<file path="src/otg_rise_regs.vh">
// register offsets, field positions, reset values and timing counts
`ifndef OTG_RISE_REGS_VH
`define OTG_RISE_REGS_VH
`define OFS_OTG_SET      6'h0b
`define OFS_OTG_CLR      6'h0c
`define OFS_RISE_EN      6'h0d
`define CTL_IDPU_BIT     0
`define CTL_PLUS_PD_BIT  1
`define CTL_MINUS_PD_BIT 2
`define CTL_DRIVE_BIT    5
`define CTL_PUMPSEL_BIT  6
`define CTL_RESET        8'h06
`define RISE_RESET       5'h1f
`define RISE_WIDTH       5
`define CLOCK_HZ         10000000
`define ID_SETTLE_MS     50
`define ID_SETTLE_CYC    (`CLOCK_HZ / 1000 * `ID_SETTLE_MS)
`define SETTLE_W         22
`endif

</file>
<file path="src/otg_ctrl_alias_and_rise_irq_enable.v">
// on-the-go control aliases and rising-edge event enables
`timescale 1ns/1ps
`default_nettype none
`include "otg_rise_regs.vh"
// Summary of operation
// [RQ1] set alias ors written ones, reads control
// [RQ2] clear alias clears written ones, reads control
// [RQ3] enabled rising transitions raise event pulses
// [RQ4] enable bits reset to all ones
// [RQ5] ident rise masked without pullup, 50ms after
// [RQ6] bit 4 gates ident grounded rise
// [RQ7] bit 3 gates session ended rise
// [RQ8] bit 2 gates session ok rise
// [RQ9] bit 1 gates bus power ok rise
// [RQ10] bit 0 detach rise only in host mode
// [RQ11] enable bits 7..5 read zero
// [RQ12] control resets to 0x06
// [RQ13] pump pin needs drive and pump select
// [RQ14] link checks discharge before charging
// [RQ15] link clears discharge after session ended
// [RQ16] pullup bit enables ident line sampling
module otg_ctrl_alias_and_rise_irq_enable (
  // clock and reset
  input  wire       clock,
  input  wire       reset,
  // register access from the link
  input  wire [5:0] reg_addr,
  input  wire       reg_write,
  input  wire       reg_read,
  input  wire [7:0] reg_wdata,
  output reg  [7:0] reg_rdata,
  output reg        reg_rvalid,
  // transceiver indications, asynchronous
  input  wire       ident_grounded,
  input  wire       session_ended,
  input  wire       a_device_session_ok,
  input  wire       bus_power_ok,
  input  wire       far_end_detach,
  // control outputs
  output reg  [7:0] otg_control,
  output reg        supply_pump_enable_pin,
  output reg        ident_sample_enable,
  // event notification
  output reg  [4:0] rise_event
);
  reg  [7:0]                 ctl_q;
  reg  [7:0]                 ctl_d;
  reg  [`RISE_WIDTH-1:0]     en_q;
  reg  [`RISE_WIDTH-1:0]     en_d;
  reg  [`SETTLE_W-1:0]       settle_q;
  reg                        settled_q;
  wire [4:0]                 rise;
  wire                       host_mode;
  wire [4:0]                 qualify;

  // session ok is the a-device session valid level itself
  rise_detect u_rise (
    .clock    (clock),
    .reset    (reset),
    .level_in ({ident_grounded, session_ended, a_device_session_ok, // RQ8
                bus_power_ok, far_end_detach}),
    .rise     (rise)
  );

  always @* begin
    ctl_d = ctl_q;
    en_d  = en_q;
    if (reg_write) begin
      case (reg_addr)
        `OFS_OTG_SET: ctl_d = ctl_q | reg_wdata; // RQ1
        `OFS_OTG_CLR: ctl_d = ctl_q & ~reg_wdata; // RQ2
        `OFS_RISE_EN: en_d  = reg_wdata[`RISE_WIDTH-1:0]; // RQ11
        default:      ctl_d = ctl_q;
      endcase
    end
  end

  always @(posedge clock) begin
    if (reset) begin
      ctl_q <= `CTL_RESET; // RQ12
      en_q  <= `RISE_RESET; // RQ4
    end else begin
      ctl_q <= ctl_d;
      en_q  <= en_d;
    end
  end

  // settle timer restarts whenever pullup is off, so the mask covers the id line charging
  always @(posedge clock) begin
    if (reset || !ctl_q[`CTL_IDPU_BIT]) begin
      settle_q  <= {`SETTLE_W{1'b0}};
      settled_q <= 1'b0; // RQ5
    end else if (!settled_q) begin
      if (settle_q == `ID_SETTLE_CYC - 1)
        settled_q <= 1'b1; // RQ5
      else
        settle_q <= settle_q + 1'b1;
    end
  end

  assign host_mode = ctl_q[`CTL_PLUS_PD_BIT] & ctl_q[`CTL_MINUS_PD_BIT];
  assign qualify   = {settled_q, 1'b1, 1'b1, 1'b1, host_mode}; // RQ10

  always @(posedge clock) begin
    if (reset) begin
      rise_event             <= 5'h00;
      reg_rdata              <= 8'h00;
      reg_rvalid             <= 1'b0;
      otg_control            <= `CTL_RESET;
      supply_pump_enable_pin <= 1'b0;
      ident_sample_enable    <= 1'b0;
    end else begin
      // bits 4..0 map ident, session ended, session ok, bus power, detach
      rise_event <= rise & en_q & qualify; // RQ3 RQ6 RQ7 RQ9
      reg_rvalid <= reg_read;
      case (reg_addr)
        `OFS_OTG_SET: reg_rdata <= ctl_q; // RQ1
        `OFS_OTG_CLR: reg_rdata <= ctl_q; // RQ2
        `OFS_RISE_EN: reg_rdata <= {3'h0, en_q}; // RQ11
        default:      reg_rdata <= 8'h00;
      endcase
      otg_control            <= ctl_d;
      supply_pump_enable_pin <= ctl_d[`CTL_DRIVE_BIT] & ctl_d[`CTL_PUMPSEL_BIT]; // RQ13
      ident_sample_enable    <= ctl_d[`CTL_IDPU_BIT]; // RQ16
    end
  end
endmodule // otg_ctrl_alias_and_rise_irq_enable
`default_nettype wire

</file>
<file path="src/rise_detect.v">
// per-signal synchroniser and rising-edge detector
`timescale 1ns/1ps
`default_nettype none
module rise_detect (
  // clock and reset
  input  wire       clock,
  input  wire       reset,
  // raw level and rising pulse
  input  wire [4:0] level_in,
  output wire [4:0] rise
);
  reg [4:0] meta_q;
  reg [4:0] sync_q;
  reg [4:0] prev_q;
  genvar i;
  generate
    for (i = 0; i < 5; i = i + 1) begin : g_bit
      always @(posedge clock) begin
        if (reset) begin
          meta_q[i] <= 1'b0;
          sync_q[i] <= 1'b0;
          prev_q[i] <= 1'b0;
        end else begin
          meta_q[i] <= level_in[i];
          sync_q[i] <= meta_q[i];
          prev_q[i] <= sync_q[i];
        end
      end
      assign rise[i] = sync_q[i] & ~prev_q[i];
    end
  endgenerate
endmodule // rise_detect
`default_nettype wire
</file>
<file path="config.mk">
export PLATFORM = sky130hd
export DESIGN_NAME = otg_ctrl_alias_and_rise_irq_enable
export DESIGN_NICKNAME = d
export VERILOG_FILES = /design/src/otg_ctrl_alias_and_rise_irq_enable.v /design/src/rise_detect.v
export VERILOG_INCLUDE_DIRS = /design/src
export SDC_FILE = /design/constraint.sdc
export NUM_CORES = 1
export LEC_CHECK = 0
export ABC_AREA = 1
export BUFFER_PORTS_ARGS = -buffer_cell sky130_fd_sc_hd__buf_4
export CAP_MARGIN = 15
export CORE_MARGIN = 2
export CORE_UTILIZATION = 63
export CTS_BUF_LIST = sky130_fd_sc_hd__clkbuf_8
export DETAILED_ROUTE_END_ITERATION = 7
export PLACE_DENSITY = 0.89
export SLEW_MARGIN = 25
export SYNTH_ARGS = -nofsm -noshare
export SYNTH_HDL_FRONTEND = slang
export SYNTH_SLANG_ARGS = --single-unit
</file>
<file path="constraint.sdc">
create_clock -name clock -period 2.98 [get_ports clock]
set_input_delay 0.447 -clock clock [delete_from_list [all_inputs] [get_ports clock]]
set_output_delay 0.447 -clock clock [all_outputs]
set_load 0.02 [all_outputs]
</file>
==> results of run 1 <==
how the worst min path moves through the flow:
stage,end,startpoint
floorplan,rise_event[1]$_SDFF_PP0_,u_rise.prev_q[1]$_SDFF_PP0_
finish,u_rise.meta_q[0]$_SDFF_PP0_,far_end_detach
global placement,rise_event[2]$_SDFF_PP0_,u_rise.prev_q[2]$_SDFF_PP0_
CTS,u_rise.meta_q[0]$_SDFF_PP0_,far_end_detach
global route,u_rise.meta_q[0]$_SDFF_PP0_,far_end_detach
detailed placement,rise_event[1]$_SDFF_PP0_,u_rise.prev_q[1]$_SDFF_PP0_
cell usage after synthesis, types with 3 or more instances:
cell,number,area share [%]
nand2_1,100,13
nor2_1,75,9.4
dfxtp_1,66,44
inv_1,54,6.8
nand3_1,37,6.2
nand4_1,10,2.1
a21oi_1,9,1.5
o21ai_0,8,1.3
xor2_1,7,2.0
nor2_2,6,1.3
xnor2_1,6,1.8
a21oi_2,5,1.5
a22oi_1,5,1.3
buf_2,3,0.50
inv_2,3,0.38
final cells by class:
cell class	count	area (um^2)	share of cell area, %
multi-input combinational	284	1400	39.0
sequential	66	1320	36.9
timing repair buffer	46	345	9.66
tap	54	67.6	1.89
clock buffer	9	124	3.46
inverter	59	221	6.19
clock inverter	7	101	2.83
logic make-up (layout without fill, tap and decap cells):
kind of cell | count (synthesis) | count (layout) | share of synthesized area [%]
XOR/XNOR | 13 | 13 | 3.79
adder cells (fa/ha/maj) | 1 | 1 | 0.417
buffers and inverters | 69 | 121 | 9.50
AO/OA/AOI/OAI | 30 | 30 | 6.29
flip-flops | 66 | 66 | 44.0
AND/OR/NAND/NOR | 240 | 240 | 36.0
placed cells by master (no fill, tap or decap), drive strengths merged, types with 3 or more instances in the layout:
cell / Yosys / final
a21oi: 14 / 14
a22oi: 5 / 5
buf: 8 / 46
clkbuf: 2 / 9
clkinv: 2 / 3
dfxtp: 66 / 66
inv: 57 / 59
nand2: 102 / 102
nand3: 40 / 40
nand4: 11 / 11
nor2: 81 / 81
o21ai: 8 / 8
xnor2: 6 / 6
xor2: 7 / 7
sequential cells by signal, indices dropped and copies added, names as in the netlist:
name and count:
reg_rvalid 1, otg_control 8, supply_pump_enable_pin 1, en_q 5, settle_q 22, u_rise.meta_q 5
reg_rdata 8, rise_event 5, settled_q 1, u_rise.sync_q 5, u_rise.prev_q 5
report_power, final:
part | switching [uW] | total [uW] | leakage (uW) | internal (uW)
Sequential | 4.16 | 897 | 0.000535 | 893
Clock | 363 | 841 | 0.000106 | 477
Combinational | 37.4 | 68.5 | 0.000817 | 31.1
routing by layer:
metal,GRT usage (%),up-vias,share of wire (%)
met5,0,-,0
met4,13.4,0,2.3
met3,8.98,18,5.6
met2,44.8,91,51
met1,32.4,1292,41
li1,-,1409,-
worst reg2reg max path, stage by stage, from the launching register on:
cell,delay (ns)
dfxtp_1,0.41
ha_1,0.27
nand3_2,0.13
nor2_2,0.18
nand3_4,0.23
nand2_4,0.25
inv_2,0.17
nand2_1,0.12
a21oi_2,0.05
through the flow:
step	instances	hold WS, ns
after floorplan	419	0.366
after global placement	509	0.375
after detailed placement	509	0.378
after CTS	525	0.280
after global routing	525	0.297
final	525	0.295
==> results by group, run 1 <==
Die
  • Die Wd: 73.0 um
  • # rows: 25
  • Initial Utilization: roughly 64%
  • Die H: 73.0 um
  • I/O Pins: 47
  • Core area: 0.00466 mm^2
  • Die Area: approximately 0.0053 mm^2

Run status
  • Status: finished clean

Cells and area
  • Fin nets: 490
  • Fill cells: 351
  • Final core utilization: 76.7%
  • Design area: about 0.0036 mm^2
  • Layout cells sized above 1: 17.6%
  • Area grow syn2layout: 19.1%
  • Diode count: 0

CTS
  • Setup Fix Bufs, Post-CTS: 0
  • # hold bufs at CTS: 0
  • CTS Root Buffer Type: clkbuf_8
  • Sink Count: 66
  • CTS buffer count: 9
  • Clock-pin slew on the worst setup and hold paths: approximately 0.08 ns
  • Worst-Skew Late Latency: 0.35 ns
  • Post-CTS Resized: 0
  • CTS tree: done
  • H-tree Lvls: 3
  • Maximum root-to-sink buffer count: 2

Critical path
  • R2R Setup Slk: 1.03 ns
  • Buf/Inv on CP: 1
  • RR Startpoint: settle_q[0]$_SDFFE_PP0P_
  • Worst path depth: 8
  • Worst path slowest cell: dfxtp_1
  • Arrival @ worst endpoint: around 2.2 ns
  • WP data required: 3.20 ns
  • Worst path max stage delay: 0.41 ns
  • Crit path max fanout: 18
  • Largest delay share family, worst path: simple AND/OR/NAND/NOR gates
  • CP cell instances: ha_1 > nand3_2 > nor2_2 > nand3_4 > nand2_4 > inv_2 > nand2_1 > a21oi_2
  • Crit end category: flip-flop
  • Setup crit start kind: flip-flop
  • Critical path class: reg2reg
  • Worst reg2reg endpoint: settle_q[14]$_SDFFE_PP0P_
  • Crit. Startpoint: settle_q[0]$_SDFFE_PP0P_
  • Worst-case reg-to-reg path depth: 8
  • Worst setup endpoint: settle_q[14]$_SDFFE_PP0P_

Timing
  • RSZ-0062 raised after global routing: false
  • Final hold vios: 0
  • Final Skew: 0.00812 ns
  • Fin crit period: 1.95 ns
  • PnR worst setup slack: 1.03 ns
  • Rel. slew slack: roughly three fifths
  • Final Cycle Share: between 60 and 70%
  • Tightest Pin Transition: 0.600 ns
  • Setup_tns: 0 ns
  • Setup Viol. Count Final: 0
  • Fmax: 0.513 GHz
  • Final Max Slew Viols: 0

Pwr
  • Tot Pwr: 1810 uW
  • Pwr Density: approximately 510 mW/mm^2
  • Leakage: 0.00146 uW
  • Peak supply drop: 0.000434 V

Synth
  • Asr flop ratio synth: 0%
  • Ys flop type: dfxtp_1
  • Synth Cell Area: between 0.003 and 0.004 mm^2
  • Synth Area per Inst: 7.16 um^2
  • Register area share after synthesis: 44.0%
  • Synthesized flop and latch total: 66
  • Synth Net Count: 443
  • Mapped Cells: 419
  • Distinct cells, synth: 32
  • Yosys warns: 0
  • EDFF count, synth: 0

Drt
  • Post-route ant nets: 0
  • Routed length per instance: between 10 and 15 um
  • Drt total wl: 6.74 mm
  • DRC violation count after routing: 0
  • DRT Pass-1 Iters: 5
  • Vias: 2810
  • DRT iter0 DRCs: 234
  • Routed vias/inst: 5.35

Global route
  • GRT Total Usage: 27.5%
  • Global-route wire length before repair: ~11 mm
  • Grt ovf: 0
  • Largest net degree at the start of global routing: 20
  • Initial antenna violation count: 0
  • Vias in the first global route: 2495

Placed design
  • HPWL after DPL: approximately 4.6 mm
  • I/O Buffers: 46
  • Cell Area, Placed: 0.00335 mm^2
  • Placer Congestion: 0.912
  • DP Worst Slack: between 1 and 1.5 ns

Flow run
  • Max-cap violation count: 0

Worst hold path
  • Hold depth: 3
  • Min-delay worst type: in2reg
(Power assumes the default switching activity.)
==> run 2, diff against run 1 <==
- CORE_UTILIZATION: 63 -> 53
- PLACE_DENSITY: 0.89 -> 0.8
- clock period: 2.98 -> 1.6 ns (I/O delays scaled with it)
==> results by group, run 2 (synthesized netlist as in run 1, its figures left out) <==
Cells and area
  • Leading cell type in the layout, fill and taps excluded: nand2_1 (unchanged)
  • Top Registers: settle_q x22, otg_control x8, reg_rdata x8 (unchanged)
  • Fin nets: 500 (was 490)
  • Most frequent cells in the layout: 100 x nand2_1, 72 x nor2_1, 63 x dfxtp_1 (was 100 x nand2_1, 75 x nor2_1, 66 x dfxtp_1)
  • Design area: 0.00372 mm^2 (was 0.00358 mm^2)
  • Max FFs per register: 22 (unchanged)
  • Diode count: 0 (unchanged)
  • Layout cells sized above 1: 20.8% (was 17.6%)
  • Fill cells: 473 (was 351)
  • Area grow syn2layout: 24.1% (was 19.1%)
  • Register with the most flip-flops: settle_q (unchanged)

Timing
  • Tightest Pin Transition: 0.646 ns (was 0.600 ns)
  • Fmax: 0.661 GHz (was 0.513 GHz)
  • Final Max Slew Viols: 0 (unchanged)
  • Rel. slew slack: 56.5% (was 59.7%)
  • Final Skew: 0.0103 ns (was 0.00812 ns)
  • Final hold vios: 0 (unchanged)
  • Final Cycle Share: 94.5% (was 65.4%)
  • Setup Viol. Count Final: 0 (unchanged)
  • Fin crit period: 1.51 ns (was 1.95 ns)

Global route
  • Largest net degree at the start of global routing: 19 (was 20)
  • Grt ovf: 0 (unchanged)
  • GRT Total Usage: 24.2% (was 27.5%)
  • Vias in the first global route: 2746 (was 2495)
  • Global-route wire length before repair: 11.8 mm (was 11.1 mm)
  • Initial antenna violation count: 0 (unchanged)

Die
  • Initial Utilization: 54.8% (was 64.4%)
  • I/O Pins: 47 (unchanged)
  • Die Area: 0.00628 mm^2 (was 0.00533 mm^2)
  • Core area: 0.00547 mm^2 (was 0.00466 mm^2)
  • Die H: 79.3 um (was 73.0 um)
  • Die Wd: 79.3 um (was 73.0 um)
  • # rows: 27 (was 25)

Placed design
  • I/O Buffers: 46 (unchanged)
  • HPWL after DPL: 4.91 mm (was 4.64 mm)
  • Placer Congestion: 0.881 (was 0.912)
  • Cell Area, Placed: 0.00345 mm^2 (was 0.00335 mm^2)

CTS
  • CTS Root Buffer Type: clkbuf_8 (unchanged)
  • # hold bufs at CTS: 0 (unchanged)
  • Maximum root-to-sink buffer count: 2 (unchanged)
  • Sink Count: 66 (unchanged)
  • Post-CTS Resized: 0 (unchanged)
  • Worst-Skew Late Latency: 0.36 ns (was 0.35 ns)
  • H-tree Lvls: 3 (unchanged)
  • Clock-pin slew on the worst setup and hold paths: 0.08 ns (about the same)
  • Setup Fix Bufs, Post-CTS: 0 (unchanged)
  • CTS buffer count: 9 (unchanged)
  • CTS tree: done (unchanged)

Run status
  • Status: finished clean (unchanged)

Critical path
  • Largest delay share family, worst path: simple AND/OR/NAND/NOR gates (unchanged)
  • Crit end category: flip-flop (unchanged)
  • WP data required: 1.88 ns (was 3.20 ns)
  • Crit path max fanout: 11 (was 18)
  • Worst path max stage delay: 0.37 ns (was 0.41 ns)
  • Arrival @ worst endpoint: 1.79 ns (was 2.17 ns)
  • Setup crit start kind: flip-flop (unchanged)
  • Critical path class: reg2reg (unchanged)
  • CP cell instances: ha_2 > nand3_2 > nor2_4 > nand3_4 > nand2_8 > buf_4 > nand2_1 > a21oi_1 (was ha_1 > nand3_2 > nor2_2 > nand3_4 > nand2_4 > inv_2 > nand2_1 > a21oi_2)
  • Worst path slowest cell: dfxtp_2 (was dfxtp_1)
  • Buf/Inv on CP: 1 (unchanged)

Drt
  • Vias: 2880 (was 2810)
  • DRT Pass-1 Iters: 5 (unchanged)
  • DRC violation count after routing: 0 (unchanged)
  • DRT iter0 DRCs: 213 (was 234)
  • Routed length per instance: 12.4 um (was 12.8 um)
  • Post-route ant nets: 0 (unchanged)
  • Routed vias/inst: 5.21 (was 5.35)
  • Drt total wl: 6.88 mm (was 6.74 mm)

Flow run
  • Max-cap violation count: 0 (unchanged)

Pwr
  • Tot Pwr: 3450 uW (was 1810 uW)
  • Pwr Density: 927 mW/mm^2 (was 505 mW/mm^2)
  • Peak supply drop: 0.000675 V (was 0.000434 V)
  • Leakage: 0.00152 uW (was 0.00146 uW)

Worst hold path
  • Min-delay worst type: in2reg (unchanged)
run 2: per-layer routing:
layer | up-vias | track usage [%] | share of wire [%]
met5 | - | 0 | 0
met3 | 29 | 6.82 | 6.3
met2 | 107 | 39.6 | 49
li1 | 1431 | - | -
met4 | 0 | 13.3 | 3.0
met1 | 1313 | 28.5 | 42
run 2: cell type report:
cell class	count	area (um^2)	area share, %
clock buffers	10	138	3.70
repair buffers	56	424	11.4
flip-flops and latches	66	1330	35.6
well taps	72	90.1	2.42
clock inverters	6	96.3	2.59
multi-input cells	284	1430	38.4
inverters	59	221	5.95
run 2: report_power, final:
part / switching [uW] / leakage, uW / internal (uW)
registers: 7.26 / 0.000537 / 1660
logic: 68.7 / 0.000866 / 60.4
clock network: 710 / 0.000115 / 941
total: 786 / 0.00152 / 2660
run 2: per-stage QoR:
step                cells  hold slack, ns  setup WS (ns)   TNS, ns  util, %
floorplan             419           0.347         0.0572         0        -
global placement      537           0.373       -0.00186  -0.00186     63.0
detailed placement    537           0.374        -0.0223   -0.0963     63.0
CTS                   553          0.0658         0.0256         0     67.3
global route          553          0.0814        -0.0285   -0.0551     68.0
finish                553          0.0760         0.0878         0     68.0
run 2: final timing paths:
check / start / endpoint / slack (ns) / depth (start not counted)
max reg2reg: settle_q[1]$_SDFFE_PP0P_ / settle_q[2]$_SDFFE_PP0P_ / 0.09 / 8
max: settle_q[1]$_SDFFE_PP0P_ / settle_q[2]$_SDFFE_PP0P_ / 0.09 / 8
min: ident_grounded / u_rise.meta_q[4]$_SDFF_PP0_ / 0.08 / 3
min reg2reg: u_rise.prev_q[3]$_SDFF_PP0_ / rise_event[3]$_SDFF_PP0_ / 0.39 / 1
run 2: worst reg2reg max path, delay by kind of cell (launching register included):
kind | cells | cell delay [ns]
flip-flops | 1 | 0.37
AO/OA/AOI/OAI | 1 | 0.14
AND/OR/NAND/NOR | 5 | 0.57
buffers and inverters | 1 | 0.16
adder cells (fa/ha/maj) | 1 | 0.19
==> run 3, diff against run 2 <==
- CAP_MARGIN: 15 -> 20
- CORE_UTILIZATION: 53 -> 51
- CTS_BUF_LIST: sky130_fd_sc_hd__clkbuf_8 -> default
- PLACE_DENSITY: 0.8 -> 0.78
==> results by group, run 3 (synthesized netlist as in run 1, its figures left out) <==
Drt
  • Routed wl met2: 3.14 mm (was 3.39 mm)
  • DRT Pass-1 Iters: 5 (unchanged)
  • Met1 wire length: 3.06 mm (was 2.86 mm)
  • Routed vias/inst: 5.02 (was 5.21)
  • Drt total wl: 6.74 mm (was 6.88 mm)
  • Routed length per instance: 12.2 um (was 12.4 um)
  • Highest Signal Layer: met4 (unchanged)
  • Vias: 2779 (was 2880)
  • DRC violation count after routing: 0 (unchanged)
  • Post-route ant nets: 0 (unchanged)
  • Met3 Wirelength: 342 um (was 431 um)
  • DRT iter0 DRCs: 282 (was 213)

Cells and area
  • Leading cell type in the layout, fill and taps excluded: nand2_1 (unchanged)
  • Max FFs per register: 22 (unchanged)
  • Top Registers: settle_q x22, otg_control x8, reg_rdata x8 (unchanged)
  • Fin nets: 501 (was 500)
  • Fill cells: 501 (was 473)
  • Area grow syn2layout: 23.4% (was 24.1%)
  • Multi-input logic area: 0.00143 mm^2 (about the same)
  • Layout cells sized above 1: 20.5% (was 20.8%)
  • Diode count: 0 (unchanged)
  • Non-filler instance count after layout: 554 (was 553)
  • Area occupied by registers: 0.00132 mm^2 (was 0.00133 mm^2)
  • Most frequent cells in the layout: 100 x nand2_1, 72 x nor2_1, 64 x dfxtp_1 (was 100 x nand2_1, 72 x nor2_1, 63 x dfxtp_1)
  • Register with the most flip-flops: settle_q (unchanged)

Timing
  • Setup_tns: 0 ns (unchanged)
  • Final Skew: 0.0118 ns (was 0.0103 ns)
  • Fin crit period: 1.49 ns (was 1.51 ns)
  • Final Max Slew Viols: 0 (unchanged)
  • Rel. slew slack: 52.8% (was 56.5%)
  • Setup Viol. Count Final: 0 (unchanged)
  • Fmax: 0.670 GHz (was 0.661 GHz)
  • Final Cycle Share: 93.2% (was 94.5%)
  • Final hold vios: 0 (unchanged)
  • Tightest Pin Transition: 0.700 ns (was 0.646 ns)

Run status
  • Status: finished clean (unchanged)

Critical path
  • WP data required: 1.87 ns (was 1.88 ns)
  • CP most frequent cell: nand3_4
  • Crit. Startpoint: settle_q[1]$_SDFFE_PP0P_ (unchanged)
  • Setup crit start kind: flip-flop (unchanged)
  • Crit end category: flip-flop (unchanged)
  • CP cell instances: ha_2 > nand3_4 > nor2_4 > nand3_4 > nand2_8 > buf_4 > nand2_1 > a21oi_1 (was ha_2 > nand3_2 > nor2_4 > nand3_4 > nand2_8 > buf_4 > nand2_1 > a21oi_1)
  • Arrival @ worst endpoint: 1.76 ns (was 1.79 ns)
  • Worst path max stage delay: 0.35 ns (was 0.37 ns)
  • Crit path max fanout: 11 (unchanged)
  • Critical path class: reg2reg (unchanged)
  • Worst path slowest cell: dfxtp_1 (was dfxtp_2)
  • RR Startpoint: settle_q[1]$_SDFFE_PP0P_ (unchanged)

Pwr
  • Leakage: 0.00150 uW (was 0.00152 uW)
  • Peak supply drop: 0.000608 V (was 0.000675 V)
  • Clk network pwr share: 44.2% (was 47.9%)
  • Pwr Density: 871 mW/mm^2 (was 927 mW/mm^2)
  • Part of the power in combinational logic: 4.0% (was 3.7%)
  • Sw Pwr: 732 uW (was 786 uW)
  • Internal cell power: 2490 uW (was 2660 uW)
  • Switching part of the total: 22.7% (was 22.8%)
  • Reg power frac: 51.8% (was 48.4%)

CTS
  • Worst-Skew Late Latency: 0.34 ns (was 0.36 ns)
  • H-tree Lvls: 3 (unchanged)
  • CTS buffer count: 9 (unchanged)
  • CTS tree: done (unchanged)
  • Sink Count: 66 (unchanged)
  • Maximum root-to-sink buffer count: 2 (unchanged)
  • Clock-pin slew on the worst setup and hold paths: 0.07 ns (was 0.08 ns)
  • # hold bufs at CTS: 0 (unchanged)
  • CTS Root Buffer Type: clkbuf_8 (unchanged)

Die
  • Die Wd: 80.7 um (was 79.3 um)
  • I/O Pins: 47 (unchanged)
  • Initial Utilization: 53.5% (was 54.8%)
  • Core area: 0.00561 mm^2 (was 0.00547 mm^2)
  • Die H: 80.7 um (was 79.3 um)
  • Die Area: 0.00651 mm^2 (was 0.00628 mm^2)
  • # rows: 27 (unchanged)

Worst hold path
  • HP Start: ident_grounded (unchanged)
  • Min-delay worst type: in2reg (unchanged)

Placed design
  • Placed Cells: 538 (was 537)
  • I/O Buffers: 46 (unchanged)
  • HPWL after DPL: 4.81 mm (was 4.91 mm)
  • Placer Congestion: 0.873 (was 0.881)

Global route
  • GRT Total Usage: 22.3% (was 24.2%)
  • Grt ovf: 0 (unchanged)
  • Initial antenna violation count: 0 (unchanged)
  • Vias in the first global route: 2536 (was 2746)
  • Largest net degree at the start of global routing: 19 (unchanged)
  • Global-route wire length before repair: 11.2 mm (was 11.8 mm)

Flow run
  • Max-cap violation count: 0 (unchanged)
[run 3: worst max-delay path, delay by kind of cell (launching register included)]
family	cells	cell delay [ns]
DFF	1	0.35
adders and majority gates	1	0.24
buffers and inverters	1	0.16
and+or+nand+nor	5	0.54
AOI/OAI and AO/OA	1	0.13
[run 3: worst paths after layout]
path                                                    end  slack, ns  cells past startpoint
worst min register to register     rise_event[4]$_SDFF_PP0_       0.37                      1
worst min-delay path            u_rise.meta_q[4]$_SDFF_PP0_       0.10                      3
worst max register to register     settle_q[5]$_SDFFE_PP0P_       0.11                      8
worst max-delay path               settle_q[5]$_SDFFE_PP0P_       0.11                      8
[run 3: repair_timing]
action                                  CTS  global route
buffers inserted                          0             0
endpoints found under the setup margin    0            22
gates resized for setup                   0            13
[run 3: power by group through the flow]
stage / clock (uW) / sequential (uW) / combinational, uW
after floorplan: 0 / 1710 / 51.0
after detailed placement: 0 / 1710 / 130
final: 1430 / 1670 / 130
after global placement: 0 / 1710 / 126
after CTS: 1460 / 1670 / 131
after global routing: 1510 / 1670 / 143
[run 3: layer usage]
| layer | GRT usage, % | vias up |
|---|---|---|
| met1 | 28.5 | 1245 |
| met5 | 0 | - |
| met2 | 36.6 | 88 |
| li1 | - | 1426 |
| met3 | 4.94 | 20 |
| met4 | 8.81 | 0 |
[run 3: layout make-up]
cell class              instances  share of cell area, %
multi-input cells             284                   38.6
repair buffers                 57                   11.7
clock inverters                 5                   1.69
clock buffers                  11                   3.82
flip-flops and latches         66                   35.7
well taps                      72                   2.43
inverters                      59                   6.05
[run 3: stage by stage]
stage | instance area [um^2] | hold WS (ns) | util [%] | total power, uW | setup slack, ns
after global routing | 3700 | 0.105 | 66.1 | 3330 | -0.0231
after floorplan | 3000 | 0.347 | - | 1760 | 0.0572
after detailed placement | 3460 | 0.384 | 61.6 | 1840 | 0.00581
after global placement | 3460 | 0.377 | 61.6 | 1830 | -0.0127
final | 3700 | 0.104 | 66.1 | 3230 | 0.108
after CTS | 3660 | 0.0911 | 65.3 | 3260 | 0.0415
